**config.mk**
```make
export PLATFORM = sky130hd
export DESIGN_NAME = acz_ctrl
export DESIGN_NICKNAME = d
export VERILOG_FILES = /design/src/acz_pkg.sv /design/src/acz_autozero.sv /design/src/acz_cal_engine.sv /design/src/acz_ctrl.sv
export VERILOG_INCLUDE_DIRS = /design/src
export SDC_FILE = /design/constraint.sdc
export NUM_CORES = 1
export LEC_CHECK = 0
export ABC_AREA = 1
export BUFFER_PORTS_ARGS = -buffer_cell sky130_fd_sc_hd__buf_2
export CORE_UTILIZATION = 38
export DETAILED_ROUTE_END_ITERATION = 8
export REMOVE_ABC_BUFFERS = 1
export SYNTH_ARGS = -nofsm -noshare
export SYNTH_HDL_FRONTEND = slang
export SYNTH_SLANG_ARGS = --single-unit
```
**constraint.sdc**
```tcl
create_clock -name clock -period 4.7 [get_ports clock]
set_input_delay 0.94 -clock clock [delete_from_list [all_inputs] [get_ports clock]]
set_output_delay 0.94 -clock clock [all_outputs]
set_load 0.1 [all_outputs]
```
**src/acz_map.svh**
```systemverilog
`ifndef ACZ_MAP_SVH
`define ACZ_MAP_SVH

// ==========================================================
// clocking
`define ACZ_SYS_CLK_HZ 100000000
`define ACZ_CONV_CLK_HZ 10000000
`define ACZ_TICK_DIV (`ACZ_SYS_CLK_HZ / `ACZ_CONV_CLK_HZ)

// ==========================================================
// timing, in conversion clock periods; calibration time in microseconds
`define ACZ_CAL_TIME_US 15000
`define ACZ_CAL_TICKS (`ACZ_CAL_TIME_US * (`ACZ_CONV_CLK_HZ / 1000000))
`define ACZ_RECOVER_TICKS 17
`define ACZ_HOLD_TICKS 13
`define ACZ_TAIL_TICKS 7
`define ACZ_STROBE_TICKS 2
`define ACZ_CAL_WORDS 16

// ==========================================================
// register offsets
`define ACZ_REG_CTRL 8'h00
`define ACZ_REG_STATUS 8'h04
`define ACZ_REG_RESULT 8'h08
`define ACZ_REG_OFFSET 8'h0C
`define ACZ_REG_CAL_COUNT 8'h10
`define ACZ_REG_CAL_WORD 8'h14

// ==========================================================
// field positions
`define ACZ_CTRL_SOFT_CAL 0
`define ACZ_CTRL_CONV_EN 1
`define ACZ_CTRL_RESET 32'h0000_0002
`define ACZ_ST_CAL 0
`define ACZ_ST_CONV 1
`define ACZ_ST_RECOVER 2
`define ACZ_ST_AZ_VALID 3
`define ACZ_ST_AZ_ARMED 4
`define ACZ_ST_CODES_VALID 5
`define ACZ_ST_FIRST_DONE 6
`define ACZ_ST_CAL_PEND 7

// ==========================================================
// data codes
`define ACZ_MIDSCALE 17'h08000
`define ACZ_POS_MAX 17'h07FFF
`define ACZ_NEG_MIN 17'h18000

`endif

```
**src/acz_pkg.sv**
```systemverilog
`default_nettype none

package acz_pkg;
    typedef enum logic [1:0] {
        ACZ_IDLE,
        ACZ_CONV,
        ACZ_CAL,
        ACZ_RECOVER
    } acz_state_t;
endpackage

`default_nettype wire

```
**src/acz_autozero.sv**
```systemverilog
`include "acz_map.svh"
`default_nettype none

module acz_autozero (
    // clock and reset
    input wire logic clock,
    input wire logic sys_rst,
    // strobe events and pins
    input wire logic strobe_rise,
    input wire logic strobe_fall,
    input wire logic autozero,
    input wire logic first_done,
    input wire logic output_format_select,
    input wire logic [15:0] raw,
    // results
    output logic [15:0] code,
    output logic [15:0] offset_q,
    output logic offset_valid_q,
    output logic armed_q
);
    logic capture;

    // saturating signed difference, then output coding
    function automatic logic [15:0] acz_format(input logic [15:0] v, input logic [15:0] off, input logic ob);
        logic signed [17:0] d;
        logic signed [17:0] r;
        d = 18'(signed'(v)) - 18'(signed'(off));
        if (d > 18'sh07FFF) begin
            d = 18'sh07FFF;
        end else if (d < -18'sh08000) begin
            d = -18'sh08000;
        end
        if (ob) begin
            r = 18'sh08000 - d;
            if (r > 18'sh0FFFF) begin
                r = 18'sh0FFFF;
            end else if (r < 18'sh0) begin
                r = 18'sh0;
            end
            acz_format = r[15:0];
        end else begin
            acz_format = ~d[15:0];
        end
    endfunction

    assign capture = strobe_rise && armed_q && autozero;

    always_comb begin
        if (capture || !offset_valid_q) begin
            code = acz_format(raw, 16'h0000, output_format_select);
        end else begin
            code = acz_format(raw, offset_q, output_format_select);
        end
    end

    // ==========================================================
    // arming, capture and clear
    always_ff @(posedge clock or posedge sys_rst) begin
        if (sys_rst) begin
            armed_q <= 1'b0;
        end else if (capture) begin
            armed_q <= 1'b0;
        end else if (strobe_fall && !autozero && first_done) begin
            armed_q <= 1'b1;
        end
    end

    always_ff @(posedge clock or posedge sys_rst) begin
        if (sys_rst) begin
            offset_q <= 16'h0000;
            offset_valid_q <= 1'b0;
        end else if (!autozero) begin
            offset_q <= 16'h0000;
            offset_valid_q <= 1'b0;
        end else if (capture) begin
            offset_q <= raw;
            offset_valid_q <= 1'b1;
        end
    end
endmodule

`default_nettype wire

```
**src/acz_cal_engine.sv**
```systemverilog
`include "acz_map.svh"
`default_nettype none

module acz_cal_engine #(
    parameter int CAL_TICKS = `ACZ_CAL_TICKS,
    parameter int WORDS = `ACZ_CAL_WORDS
) (
    // clock and reset
    input wire logic clock,
    input wire logic sys_rst,
    // control
    input wire logic tick,
    input wire logic start,
    input wire logic [15:0] trim_sample,
    input wire logic [$clog2(WORDS)-1:0] rd_index,
    // status
    output logic busy,
    output logic done,
    output logic codes_valid,
    output logic [15:0] rd_word
);
    localparam int CW = $clog2(CAL_TICKS + 1);
    localparam int IW = $clog2(WORDS);

    if (CAL_TICKS < WORDS || WORDS < 2) begin
        $error("acz_cal_engine: CAL_TICKS must cover WORDS, WORDS >= 2");
    end

    // ==========================================================
    // correction store: volatile, deliberately no reset on the array
    logic [15:0] codes [WORDS];
    logic [CW-1:0] cnt_q;

    always_ff @(posedge clock or posedge sys_rst) begin
        if (sys_rst) begin
            busy <= 1'b0;
            cnt_q <= '0;
            done <= 1'b0;
        end else begin
            done <= 1'b0;
            if (start && !busy) begin
                busy <= 1'b1;
                cnt_q <= '0;
            end else if (busy && tick) begin
                if (cnt_q == CW'(CAL_TICKS - 1)) begin
                    busy <= 1'b0;
                    done <= 1'b1;
                end
                cnt_q <= cnt_q + 1'b1;
            end
        end
    end

    always_ff @(posedge clock) begin
        if (busy && tick) begin
            codes[cnt_q[IW-1:0]] <= trim_sample ^ 16'(cnt_q);
        end
    end

    // codes are lost with power: valid only after a full pass since reset
    always_ff @(posedge clock or posedge sys_rst) begin
        if (sys_rst) begin
            codes_valid <= 1'b0;
        end else if (start && !busy) begin
            codes_valid <= 1'b0;
        end else if (done) begin
            codes_valid <= 1'b1;
        end
    end

    always_ff @(posedge clock) begin
        rd_word <= codes[rd_index];
    end
endmodule

`default_nettype wire

```
**src/acz_ctrl.sv**
```systemverilog
`include "acz_map.svh"
`default_nettype none

// What this block does
// - Correction codes live in volatile storage and are lost at power-down.
// - Calibration is requested any time by pulling the request pin low.
// - Request during a conversion waits; calibration starts right after it ends.
// - Idle converter starts calibration on the first edge after the request.
// - Calibration request always beats a conversion request.
// - Calibration status is high from cycle start until cycle completion.
// - Request pulses while status is high are ignored.
// - A calibration lasts about 15 ms at nominal clock, scaling with clock.
// - 17 clock periods of recovery follow every calibration before conversions.
// - Conversion requests are ignored during the recovery interval.
// - Request held low repeats calibration cycles back to back without limit.
// - On release, finish current calibration, wait 17 periods, resume conversions.
// - Autozero stores a zeroing result and subtracts it from later results.
// - After nulling, zero input reads all ones, or midscale in offset binary.
// - Offset latched on first strobe rise after autozero high, shown on bus.
// - Later results stay corrected while autozero stays high.
// - Autozero low clears the offset and results revert to uncorrected.
// - Autozero cannot arm before the first conversion after power-up completes.
// - Format select low: complementary twos complement; high: complementary offset binary.
// - Output arithmetic saturates the difference to the signed 16-bit range before coding.
// - Conversion starts on first edge after start seen high, raising hold command.
module acz_ctrl #(
    parameter int CAL_TICKS = `ACZ_CAL_TICKS,
    parameter int TICK_DIV = `ACZ_TICK_DIV,
    parameter int RECOVER_TICKS = `ACZ_RECOVER_TICKS,
    parameter int HOLD_TICKS = `ACZ_HOLD_TICKS,
    parameter int TAIL_TICKS = `ACZ_TAIL_TICKS,
    parameter int STROBE_TICKS = `ACZ_STROBE_TICKS,
    parameter int CAL_WORDS = `ACZ_CAL_WORDS
) (
    // clock and reset
    input wire logic clock,
    input wire logic sys_rst,
    // converter control pins
    input wire logic cal_req_n,
    input wire logic start_convert,
    input wire logic autozero,
    input wire logic output_format_select,
    // analog front end samples
    input wire logic [15:0] sample_data,
    input wire logic [15:0] trim_sample,
    // converter outputs
    output logic cal_status_q,
    output logic hold_cmd_q,
    output logic data_strobe_q,
    output logic [15:0] data_out_q,
    // register port
    input wire logic [7:0] reg_addr,
    input wire logic [31:0] reg_wdata,
    input wire logic reg_wr,
    input wire logic reg_rd,
    output logic [31:0] reg_rdata_q
);
    localparam int TW = $clog2(TICK_DIV + 1);
    localparam int PW = 6;
    localparam int IW = $clog2(CAL_WORDS);
    localparam logic [31:0] CTRL_RESET = `ACZ_CTRL_RESET;

    if (TICK_DIV < 1 || CAL_TICKS < 1 || RECOVER_TICKS < 1 || HOLD_TICKS < 1) begin
        $error("acz_ctrl: timing parameters must be at least one");
    end
    if (TAIL_TICKS < 1 || STROBE_TICKS < 1 || STROBE_TICKS >= HOLD_TICKS + TAIL_TICKS) begin
        $error("acz_ctrl: strobe must fit inside one conversion");
    end
    if (HOLD_TICKS + TAIL_TICKS >= 2 ** PW || RECOVER_TICKS >= 2 ** PW) begin
        $error("acz_ctrl: phase counter too narrow");
    end

    // ==========================================================
    // conversion clock enable
    logic [TW-1:0] div_q;
    logic tick_q;

    always_ff @(posedge clock or posedge sys_rst) begin
        if (sys_rst) begin
            div_q <= '0;
            tick_q <= 1'b0;
        end else if (div_q == TW'(TICK_DIV - 1)) begin
            div_q <= '0;
            tick_q <= 1'b1;
        end else begin
            div_q <= div_q + 1'b1;
            tick_q <= 1'b0;
        end
    end

    // ==========================================================
    // software control
    logic soft_cal_q;
    logic conv_en_q;
    logic [31:0] cal_count_q;
    logic [IW-1:0] cal_index_q;

    always_ff @(posedge clock or posedge sys_rst) begin
        if (sys_rst) begin
            soft_cal_q <= 1'b0;
            conv_en_q <= CTRL_RESET[`ACZ_CTRL_CONV_EN];
            cal_index_q <= '0;
        end else begin
            soft_cal_q <= 1'b0;
            if (reg_wr && reg_addr == `ACZ_REG_CTRL) begin
                soft_cal_q <= reg_wdata[`ACZ_CTRL_SOFT_CAL];
                conv_en_q <= reg_wdata[`ACZ_CTRL_CONV_EN];
            end
            if (reg_wr && reg_addr == `ACZ_REG_CAL_WORD) begin
                cal_index_q <= reg_wdata[IW-1:0];
            end
        end
    end

    // ==========================================================
    // sequencer
    acz_pkg::acz_state_t state_q;
    logic [PW-1:0] phase_q;
    logic cal_pend_q;
    logic cal_req;
    logic cal_start;
    logic cal_busy;
    logic cal_done;
    logic codes_valid;
    logic [15:0] cal_word;
    logic conv_req;
    logic conv_end;

    assign cal_req = !cal_req_n || soft_cal_q;
    assign conv_req = start_convert && conv_en_q;
    assign conv_end = tick_q && state_q == acz_pkg::ACZ_CONV && phase_q == PW'(HOLD_TICKS + TAIL_TICKS - 1);

    // a request seen at the start edge is the one served; keeping it would run a second cycle
    always_ff @(posedge clock or posedge sys_rst) begin
        if (sys_rst) begin
            cal_pend_q <= 1'b0;
        end else if (cal_req && state_q != acz_pkg::ACZ_CAL && !cal_start) begin
            cal_pend_q <= 1'b1;
        end else if (cal_start) begin
            cal_pend_q <= 1'b0;
        end
    end

    always_comb begin
        cal_start = 1'b0;
        if (tick_q) begin
            unique case (state_q)
                acz_pkg::ACZ_IDLE: cal_start = cal_pend_q || cal_req;
                acz_pkg::ACZ_CONV: cal_start = conv_end && (cal_pend_q || cal_req);
                acz_pkg::ACZ_CAL: cal_start = 1'b0;
                acz_pkg::ACZ_RECOVER: cal_start = cal_pend_q || cal_req;
            endcase
        end
        if (state_q == acz_pkg::ACZ_CAL && cal_done && !cal_req_n) begin
            cal_start = 1'b1;
        end
    end

    always_ff @(posedge clock or posedge sys_rst) begin
        if (sys_rst) begin
            state_q <= acz_pkg::ACZ_IDLE;
            phase_q <= '0;
        end else if (cal_start) begin
            state_q <= acz_pkg::ACZ_CAL;
            phase_q <= '0;
        end else begin
            unique case (state_q)
                acz_pkg::ACZ_IDLE: begin
                    if (tick_q && conv_req) begin
                        state_q <= acz_pkg::ACZ_CONV;
                        phase_q <= '0;
                    end
                end
                acz_pkg::ACZ_CONV: begin
                    if (conv_end) begin
                        state_q <= acz_pkg::ACZ_IDLE;
                        phase_q <= '0;
                    end else if (tick_q) begin
                        phase_q <= phase_q + 1'b1;
                    end
                end
                acz_pkg::ACZ_CAL: begin
                    // calibration pin pulses are not looked at here
                    if (cal_done) begin
                        state_q <= acz_pkg::ACZ_RECOVER;
                        phase_q <= '0;
                    end
                end
                acz_pkg::ACZ_RECOVER: begin
                    // start requests are not sampled until the window closes
                    if (tick_q) begin
                        if (phase_q == PW'(RECOVER_TICKS - 1)) begin
                            state_q <= acz_pkg::ACZ_IDLE;
                            phase_q <= '0;
                        end else begin
                            phase_q <= phase_q + 1'b1;
                        end
                    end
                end
            endcase
        end
    end

    acz_cal_engine #(
        .CAL_TICKS(CAL_TICKS),
        .WORDS(CAL_WORDS)
    ) u_cal (
        .clock(clock),
        .sys_rst(sys_rst),
        .tick(tick_q),
        .start(cal_start),
        .trim_sample(trim_sample),
        .rd_index(cal_index_q),
        .busy(cal_busy),
        .done(cal_done),
        .codes_valid(codes_valid),
        .rd_word(cal_word)
    );

    // ==========================================================
    // pins toward the host
    logic [PW-1:0] strobe_cnt_q;
    logic strobe_rise;
    logic strobe_fall;
    logic first_done_q;

    assign strobe_rise = conv_end;
    assign strobe_fall = tick_q && data_strobe_q && strobe_cnt_q == PW'(STROBE_TICKS - 1);

    always_ff @(posedge clock or posedge sys_rst) begin
        if (sys_rst) begin
            cal_status_q <= 1'b0;
        end else if (cal_start) begin
            cal_status_q <= 1'b1;
        end else if (cal_done) begin
            cal_status_q <= 1'b0;
        end
    end

    always_ff @(posedge clock or posedge sys_rst) begin
        if (sys_rst) begin
            hold_cmd_q <= 1'b0;
        end else if (cal_start) begin
            hold_cmd_q <= 1'b0;
        end else if (tick_q && state_q == acz_pkg::ACZ_IDLE && conv_req) begin
            hold_cmd_q <= 1'b1;
        end else if (tick_q && state_q == acz_pkg::ACZ_CONV && phase_q == PW'(HOLD_TICKS - 1)) begin
            hold_cmd_q <= 1'b0;
        end
    end

    always_ff @(posedge clock or posedge sys_rst) begin
        if (sys_rst) begin
            data_strobe_q <= 1'b0;
            strobe_cnt_q <= '0;
        end else if (strobe_rise) begin
            data_strobe_q <= 1'b1;
            strobe_cnt_q <= '0;
        end else if (strobe_fall) begin
            data_strobe_q <= 1'b0;
        end else if (tick_q && data_strobe_q) begin
            strobe_cnt_q <= strobe_cnt_q + 1'b1;
        end
    end

    always_ff @(posedge clock or posedge sys_rst) begin
        if (sys_rst) begin
            first_done_q <= 1'b0;
        end else if (strobe_fall) begin
            first_done_q <= 1'b1;
        end
    end

    // ==========================================================
    // offset nulling and output data
    logic [15:0] code;
    logic [15:0] offset;
    logic offset_valid;
    logic az_armed;

    acz_autozero u_az (
        .clock(clock),
        .sys_rst(sys_rst),
        .strobe_rise(strobe_rise),
        .strobe_fall(strobe_fall),
        .autozero(autozero),
        .first_done(first_done_q),
        .output_format_select(output_format_select),
        .raw(sample_data),
        .code(code),
        .offset_q(offset),
        .offset_valid_q(offset_valid),
        .armed_q(az_armed)
    );

    // ordinary results and the captured offset both land at strobe rise
    always_ff @(posedge clock or posedge sys_rst) begin
        if (sys_rst) begin
            data_out_q <= 16'h0000;
        end else if (strobe_rise) begin
            data_out_q <= code;
        end
    end

    always_ff @(posedge clock or posedge sys_rst) begin
        if (sys_rst) begin
            cal_count_q <= 32'h0000_0000;
        end else if (cal_done) begin
            cal_count_q <= cal_count_q + 32'h0000_0001;
        end
    end

    // ==========================================================
    // register reads
    logic [31:0] status;

    always_comb begin
        status = 32'h0000_0000;
        status[`ACZ_ST_CAL] = cal_status_q;
        status[`ACZ_ST_CONV] = state_q == acz_pkg::ACZ_CONV;
        status[`ACZ_ST_RECOVER] = state_q == acz_pkg::ACZ_RECOVER;
        status[`ACZ_ST_AZ_VALID] = offset_valid;
        status[`ACZ_ST_AZ_ARMED] = az_armed;
        status[`ACZ_ST_CODES_VALID] = codes_valid && !cal_busy;
        status[`ACZ_ST_FIRST_DONE] = first_done_q;
        status[`ACZ_ST_CAL_PEND] = cal_pend_q;
    end

    always_ff @(posedge clock or posedge sys_rst) begin
        if (sys_rst) begin
            reg_rdata_q <= 32'h0000_0000;
        end else if (reg_rd) begin
            unique case (reg_addr)
                `ACZ_REG_CTRL: reg_rdata_q <= {30'h0000_0000, conv_en_q, 1'b0};
                `ACZ_REG_STATUS: reg_rdata_q <= status;
                `ACZ_REG_RESULT: reg_rdata_q <= {16'h0000, data_out_q};
                `ACZ_REG_OFFSET: reg_rdata_q <= {16'h0000, offset};
                `ACZ_REG_CAL_COUNT: reg_rdata_q <= cal_count_q;
                `ACZ_REG_CAL_WORD: reg_rdata_q <= {16'h0000, cal_word};
                default: reg_rdata_q <= 32'h0000_0000;
            endcase
        end else begin
            reg_rdata_q <= 32'h0000_0000;
        end
    end
endmodule

`default_nettype wire

```
# Yosys cells after proc, flatten, opt, wreduce, memory -nomap -nowiden
# Memory sizes are Yosys's and may differ from the RTL's. A register that Yosys moved wholly into a read port is not among the register bits.
# Cells that the tools add are included.
dict set report op_classes {
  order_cmp 8
  bitwise_logic 3
  eq_ne 23
  reduce_logical 47
  mux 66
  addsub 8
}
# operator n
set op_table {}
lappend op_table {{$pmux 32 s6} 1}
lappend op_table {{$mux 16} 9}
lappend op_table {{$mux 18} 8}
lappend op_table {{$mux 6} 10}
lappend op_table {{$gt 18x17->1 const B} 2}
lappend op_table {{$lt 18x1->1 const B} 2}
lappend op_table {{$sub 17x18->18 const A} 2}
lappend op_table {{$add 32x1->32 const B} 1}
lappend op_table {{$mux 32} 1}
lappend op_table {{$not 16->16} 2}
lappend op_table {{$mux 1} 27}
lappend op_table {{$pmux 6 s4} 1}
lappend op_table {{$logic_and 1x1->1} 23}
lappend op_table {{$add 18x1->18 const B} 1}
lappend op_table {{$eq 18x18->1 const B} 1}
lappend op_table {{$gt 18x16->1 const B} 1}
lappend op_table {{$lt 18x16->1 const B} 1}
lappend op_table {{$sub 16x16->17} 1}
lappend op_table {{$eq 8x4->1 const B} 2}
lappend op_table {{$eq 8x5->1 const B} 2}
lappend op_table {{$gt 16x16->1 const B} 1}
lappend op_table {{$lt 16x16->1 const B} 1}
lappend op_table {{$reduce_bool 2->1} 8}
lappend op_table {{$xor 16x16->16} 1}
lappend op_table {{27 further kinds} 46}
dict set report word_totals {
  regBits 149
  elab_cells 179
  out_inout_bits 51
  inputBits 80
  ramBits 256
  memories 1
}
# name words word_bits rd rd_clocked_by_memory_dff write_ports line_no
set memory_table {}
lappend memory_table {u_cal.codes 16 16 1 1 1 acz_cal_engine.sv:31} ;# logic [15:0] codes [WORDS];

# Depth between registers and ports, before layout
dict set report depth {
  ltp_word 13
  depth_mapped 26
  ltp_nobuf 25
}

# Hierarchy
# A second synthesis with hierarchy kept.
dict set report unflattened {
  cells_unflattened 2247
  area_unflattened_um2 20723.6
}
# mod area_each_um2 n_inst cells_each seq_area_each_um2
set modules_own_cells {}
lappend modules_own_cells {acz_cal_engine 12167.9 1 1067 8533.2}
lappend modules_own_cells {acz_ctrl 5566.6 1 669 2753.9}
lappend modules_own_cells {acz_autozero 2989.1 1 511 450.4}

# Least setup slack after synthesis
# No wires, ideal clock.
dict set report synth_timing {
  path_kind {input -> register}
  start {input sample_data[0]}
  end {register data_out_q[6]}
  slack_ps 1152
  stages 23
  arrival_time_ps 3413
  setup_time_ps 136
  path_buffers 1
  t_required_ps 4564
  cell_sequence {inv_1 > ha_1 > fa_1 > inv_1 > nand2_1 > nand2_1 > nand3_1 > nand2_2 > nand2_1 > nand2_1 > nand2_1 > nand2_2 > nand2_4 > buf_6 > nand2_1 > ha_1 > nand4_2 > nor2_1 > nand2_1 > nand2_1 > nand2_1 > nor2_1 > o22ai_1}
}
dict set report synth_via {
  elab_chain_cells 11
  word_cells_on_any_way 26
  classes_between {3 x add/sub; 8 x order compare; 13 x mux; 2 x bitwise}
}
# item line_no
set synth_lines {}
lappend synth_lines {{start, declared} acz_ctrl.sv:44} ;# input wire logic [15:0] sample_data,
lappend synth_lines {{$sub 16x16->17} acz_autozero.sv:27} ;# d = 18'(signed'(v)) - 18'(signed'(off));
lappend synth_lines {{$lt 18x16->1} acz_autozero.sv:30} ;# end else if (d < -18'sh08000) begin
lappend synth_lines {{$mux 18} acz_autozero.sv:30}
lappend synth_lines {{$mux 18} acz_autozero.sv:28} ;# if (d > 18'sh07FFF) begin
lappend synth_lines {{$mux 18} acz_autozero.sv:49} ;# if (capture || !offset_valid_q) begin
lappend synth_lines {{$sub 17x18->18} acz_autozero.sv:34} ;# r = 18'sh08000 - d;
lappend synth_lines {{$lt 18x1->1} acz_autozero.sv:37} ;# end else if (r < 18'sh0) begin
lappend synth_lines {{$mux 16} acz_autozero.sv:37}
lappend synth_lines {{$mux 16} acz_autozero.sv:35} ;# if (r > 18'sh0FFFF) begin
lappend synth_lines {{$mux 16} acz_autozero.sv:33} ;# if (ob) begin
lappend synth_lines {{$mux 16 *} acz_autozero.sv:49}
lappend synth_lines {{end signal, assigned} acz_ctrl.sv:301} ;# data_out_q <= code;
lappend synth_lines {{end, declared} acz_ctrl.sv:50} ;# output logic [15:0] data_out_q,
# Mark *: on every way between the ends. The rest lies on a longest branch, timed or not. The select of a mux whose other input is x is not followed.
# A chain may end at the register's enable or synchronous reset.

# Final worst setup path
dict set report layout_timing {
  start {input sample_data[0]}
  end {register data_out_q[15]}
}
# The elaborated chain is that of the path after synthesis.

==> flow_summary.ini <==
[status]
status = completed

[synth]
ys.flop_type = edfxtp_1
ys_ff_latch = 421
netlist_instances = 1945
synth_area_leaders = edfxtp_1 39%, dfrtp_1 19%, nand2_1 5.8%
synthDistinctLibCells = 58
ys_top_cells_by_count = 309 x nand2_1, 256 x edfxtp_1, 252 x inv_1
synth_largest_area_cell = edfxtp_1
yosysMostFrequentCell = nand2_1
ys_seq_area_share_pct = 59.17
synth_top_area_share_pct = 38.75
synth-edff-count = 256
synth.avg_cell_area_um2 = 10.20
synthesis.area_um2 = 19840
synth-async-reset-ratio_pct = 35.39
yosysWarnings = 0

[die]
die_width_um = 230.5
core-area_um2 = 51410
die_y_um = 230.5
die_area_um2 = 53120
ios = 131
start_util_pct = 38.59
rows = 83

[clock_tree]
cts-buffers-inserted = 43
cts_buffer_depth = 3
cts_setup_buffers = 0
clock-sinks = 421
htree_levels = 2
cts_resized = 0
cts_hold_buf = 0
root_buffer = clkbuf_16
clk_pin_slew_ps = 60
cts_tree = built
clock_latency_ps = 560

[sta]
whs_ps = 487.7
finalClockSkew_ps = 16.04
min_period_over_period_pct = 79.18
period_minus_slack_ps = 3722
maxSlewViolCount = 0
worstMarginPinSlew_ps = 1319
setup_ws_ps = 978.3
finalHoldViolCount = 0
rsz0062_at_grt = false
setup_viol = 0
fmax_mhz = 268.7
slew_headroom_pct = 11.80
tns_ps = 0

[global_routing]
grt_max_degree = 105
antenna_found_initial = 1
overflow = 0
grt_pass1_vias = 13610
track_usage_pct = 19.26
grt_pass1_wl_mm = 78.70

[detailed_routing]
wl_per_cell_um = 18.60
route.final.wire_length_mm = 51.46
route.detailed.drc = 0
dr.first_iter.drc_count = 1235
dr_total_vias = 14260
firstDrtPassIters = 6
ant_nets = 0
viasPerCell = 5.153

[power_and_ir_drop]
clock_power_share_pct = 38.6
p_per_area_nw_per_um2 = 386.0
power_mw = 8.711
netSwitchingPower_mw = 2.270
combPwrFrac_pct = 11.7
vdd_drop_max_uv = 272.9
internal_power_mw = 6.441
seqPwrFrac_pct = 49.7
swShare_pct = 26.06
power.leakage_nw = 9.089

[placed_design]
place_area_um2 = 21200
pre_cts_ws_ps = 445.5
gp_congestion = 0.8881
hpwl_mm = 34.47
dpl.cell_count = 2687
port_buffers = 102

[worst_hold_path]
hold_class = flip-flop to flip-flop

[cells_and_area]
design_area_um2 = 22570
final_core_util_pct = 43.90
area_delta_synth_final_pct = 13.76
final_nets = 2167
fin_cells = 2767
drive_above_1_share_pct = 13.08
antenna_cells = 0
num-fill-cells = 4908

[setup_path]
rrSetupSlack_ps = 1120
crit_top_cell = nand2_1
cp_max_fo = 14
crit_path_end_kind = flip-flop
cp_slowest_cell = fa_1
critical_path_arrival_ps = 4210
critical_path.cell_chain = buf_2 -> inv_1 -> ha_1 -> fa_1 -> inv_1 -> nand2_1 -> nand2_1 -> nand3_1 -> nand2_2 -> nand2_1 -> nand3_1 -> nand2_1 -> nand2_2 -> nand2_1 -> nand2_1 -> ha_1 -> nand4_2 -> nor2_4 -> nand3_2 -> nand2_4 -> inv_4 -> nand3_1 -> nand2_1 -> nand2_1
critPathMaxStageDelay_ps = 390
path_class = input port to flip-flop
required_ps = 5180
start_kind = input port

[run]
cap_violations = 0
layout by cell type (no fill, tap or decap), drive strengths merged, types with 2 or more instances in the layout:
cell      n
a211oi    4
a21oi   121
a221oi   10
a22oi     2
a31oi     5
a41oi     2
buf     132
bufinv    3
clkbuf   67
clkinv   11
dfrtp   148
dfxtp    16
edfxtp  256
ha       34
inv     263
mux2i    64
nand2   327
nand3   112
nand3b    2
nand4    20
nor2    135
nor3     39
nor3b     3
nor4     12
o211ai   67
o21a      2
o21ai   132
o22ai    18
or2       4
xnor2     4
xor2     61
cell type report:
class | instances | area [µm²] | area share (%)
Clock inverter | 13 | 151.4 | 0.6708
Sequential cell | 421 | 11740 | 52.03
Timing Repair Buffer | 132 | 748.2 | 3.315
Tap cell | 680 | 850.8 | 3.770
Multi-Input combinational cell | 1189 | 6855 | 30.38
Clock buffer | 67 | 1217 | 5.394
Inverter | 265 | 1002 | 4.441
critical path: cells and delay by family:
| kind | cells | cell delay (ps) |
|---|---|---|
| buf+inv | 4 | 390 |
| simple gates | 17 | 2060 |
| fa+ha+maj | 3 | 790 |
power by group through the flow:
stage | clock network, mW | registers (mW) | logic [mW]
5_1_grt | 3.57 | 4.34 | 1.15
3_3_place_gp | 0 | 4.40 | 0.995
3_5_place_dp | 0 | 4.40 | 1.02
2_1_floorplan | 0 | 4.42 | 0.644
4_1_cts | 3.43 | 4.33 | 1.02
6_report | 3.36 | 4.33 | 1.02
worst paths after layout:
check                                  from  depth (start not counted)         endpoint
setup reg to reg           u_az.offset_q[0]                         22   data_out_q[15]
setup / recovery             sample_data[0]                         24   data_out_q[15]
max in group asynchronous           sys_rst                          3  reg_rdata_q[25]
hold / removal              cal_count_q[30]                          1  cal_count_q[30]
min in group asynchronous           sys_rst                          2   cal_index_q[2]
hold reg to reg             cal_count_q[30]                          1  cal_count_q[30]
state kept, by name (all words and copies together) (netlist names), 2 cells and up:
register	count
u_cal.codes	256
div_q	4
phase_q	6
data_out_q	16
u_cal.rd_word	16
cal_count_q	32
u_cal.cnt_q	18
cal_index_q	4
u_az.offset_q	16
state_q	2
reg_rdata_q	32
strobe_cnt_q	6
cell families after synthesis:
group           synth area share, %
compound gates                10.77
simple gates                  15.21
xor+xnor                      2.870
mux                           3.229
flops                         59.17
buf+inv                       6.509
fa+ha+maj                     2.245
per-layer routing:
metal	GRT usage [%]	wire length, µm
met5	0	0
met4	6.084	1581
met3	2.656	3003
met2	31.19	23890
met1	26.68	22990
(Power assumes the default switching activity.)
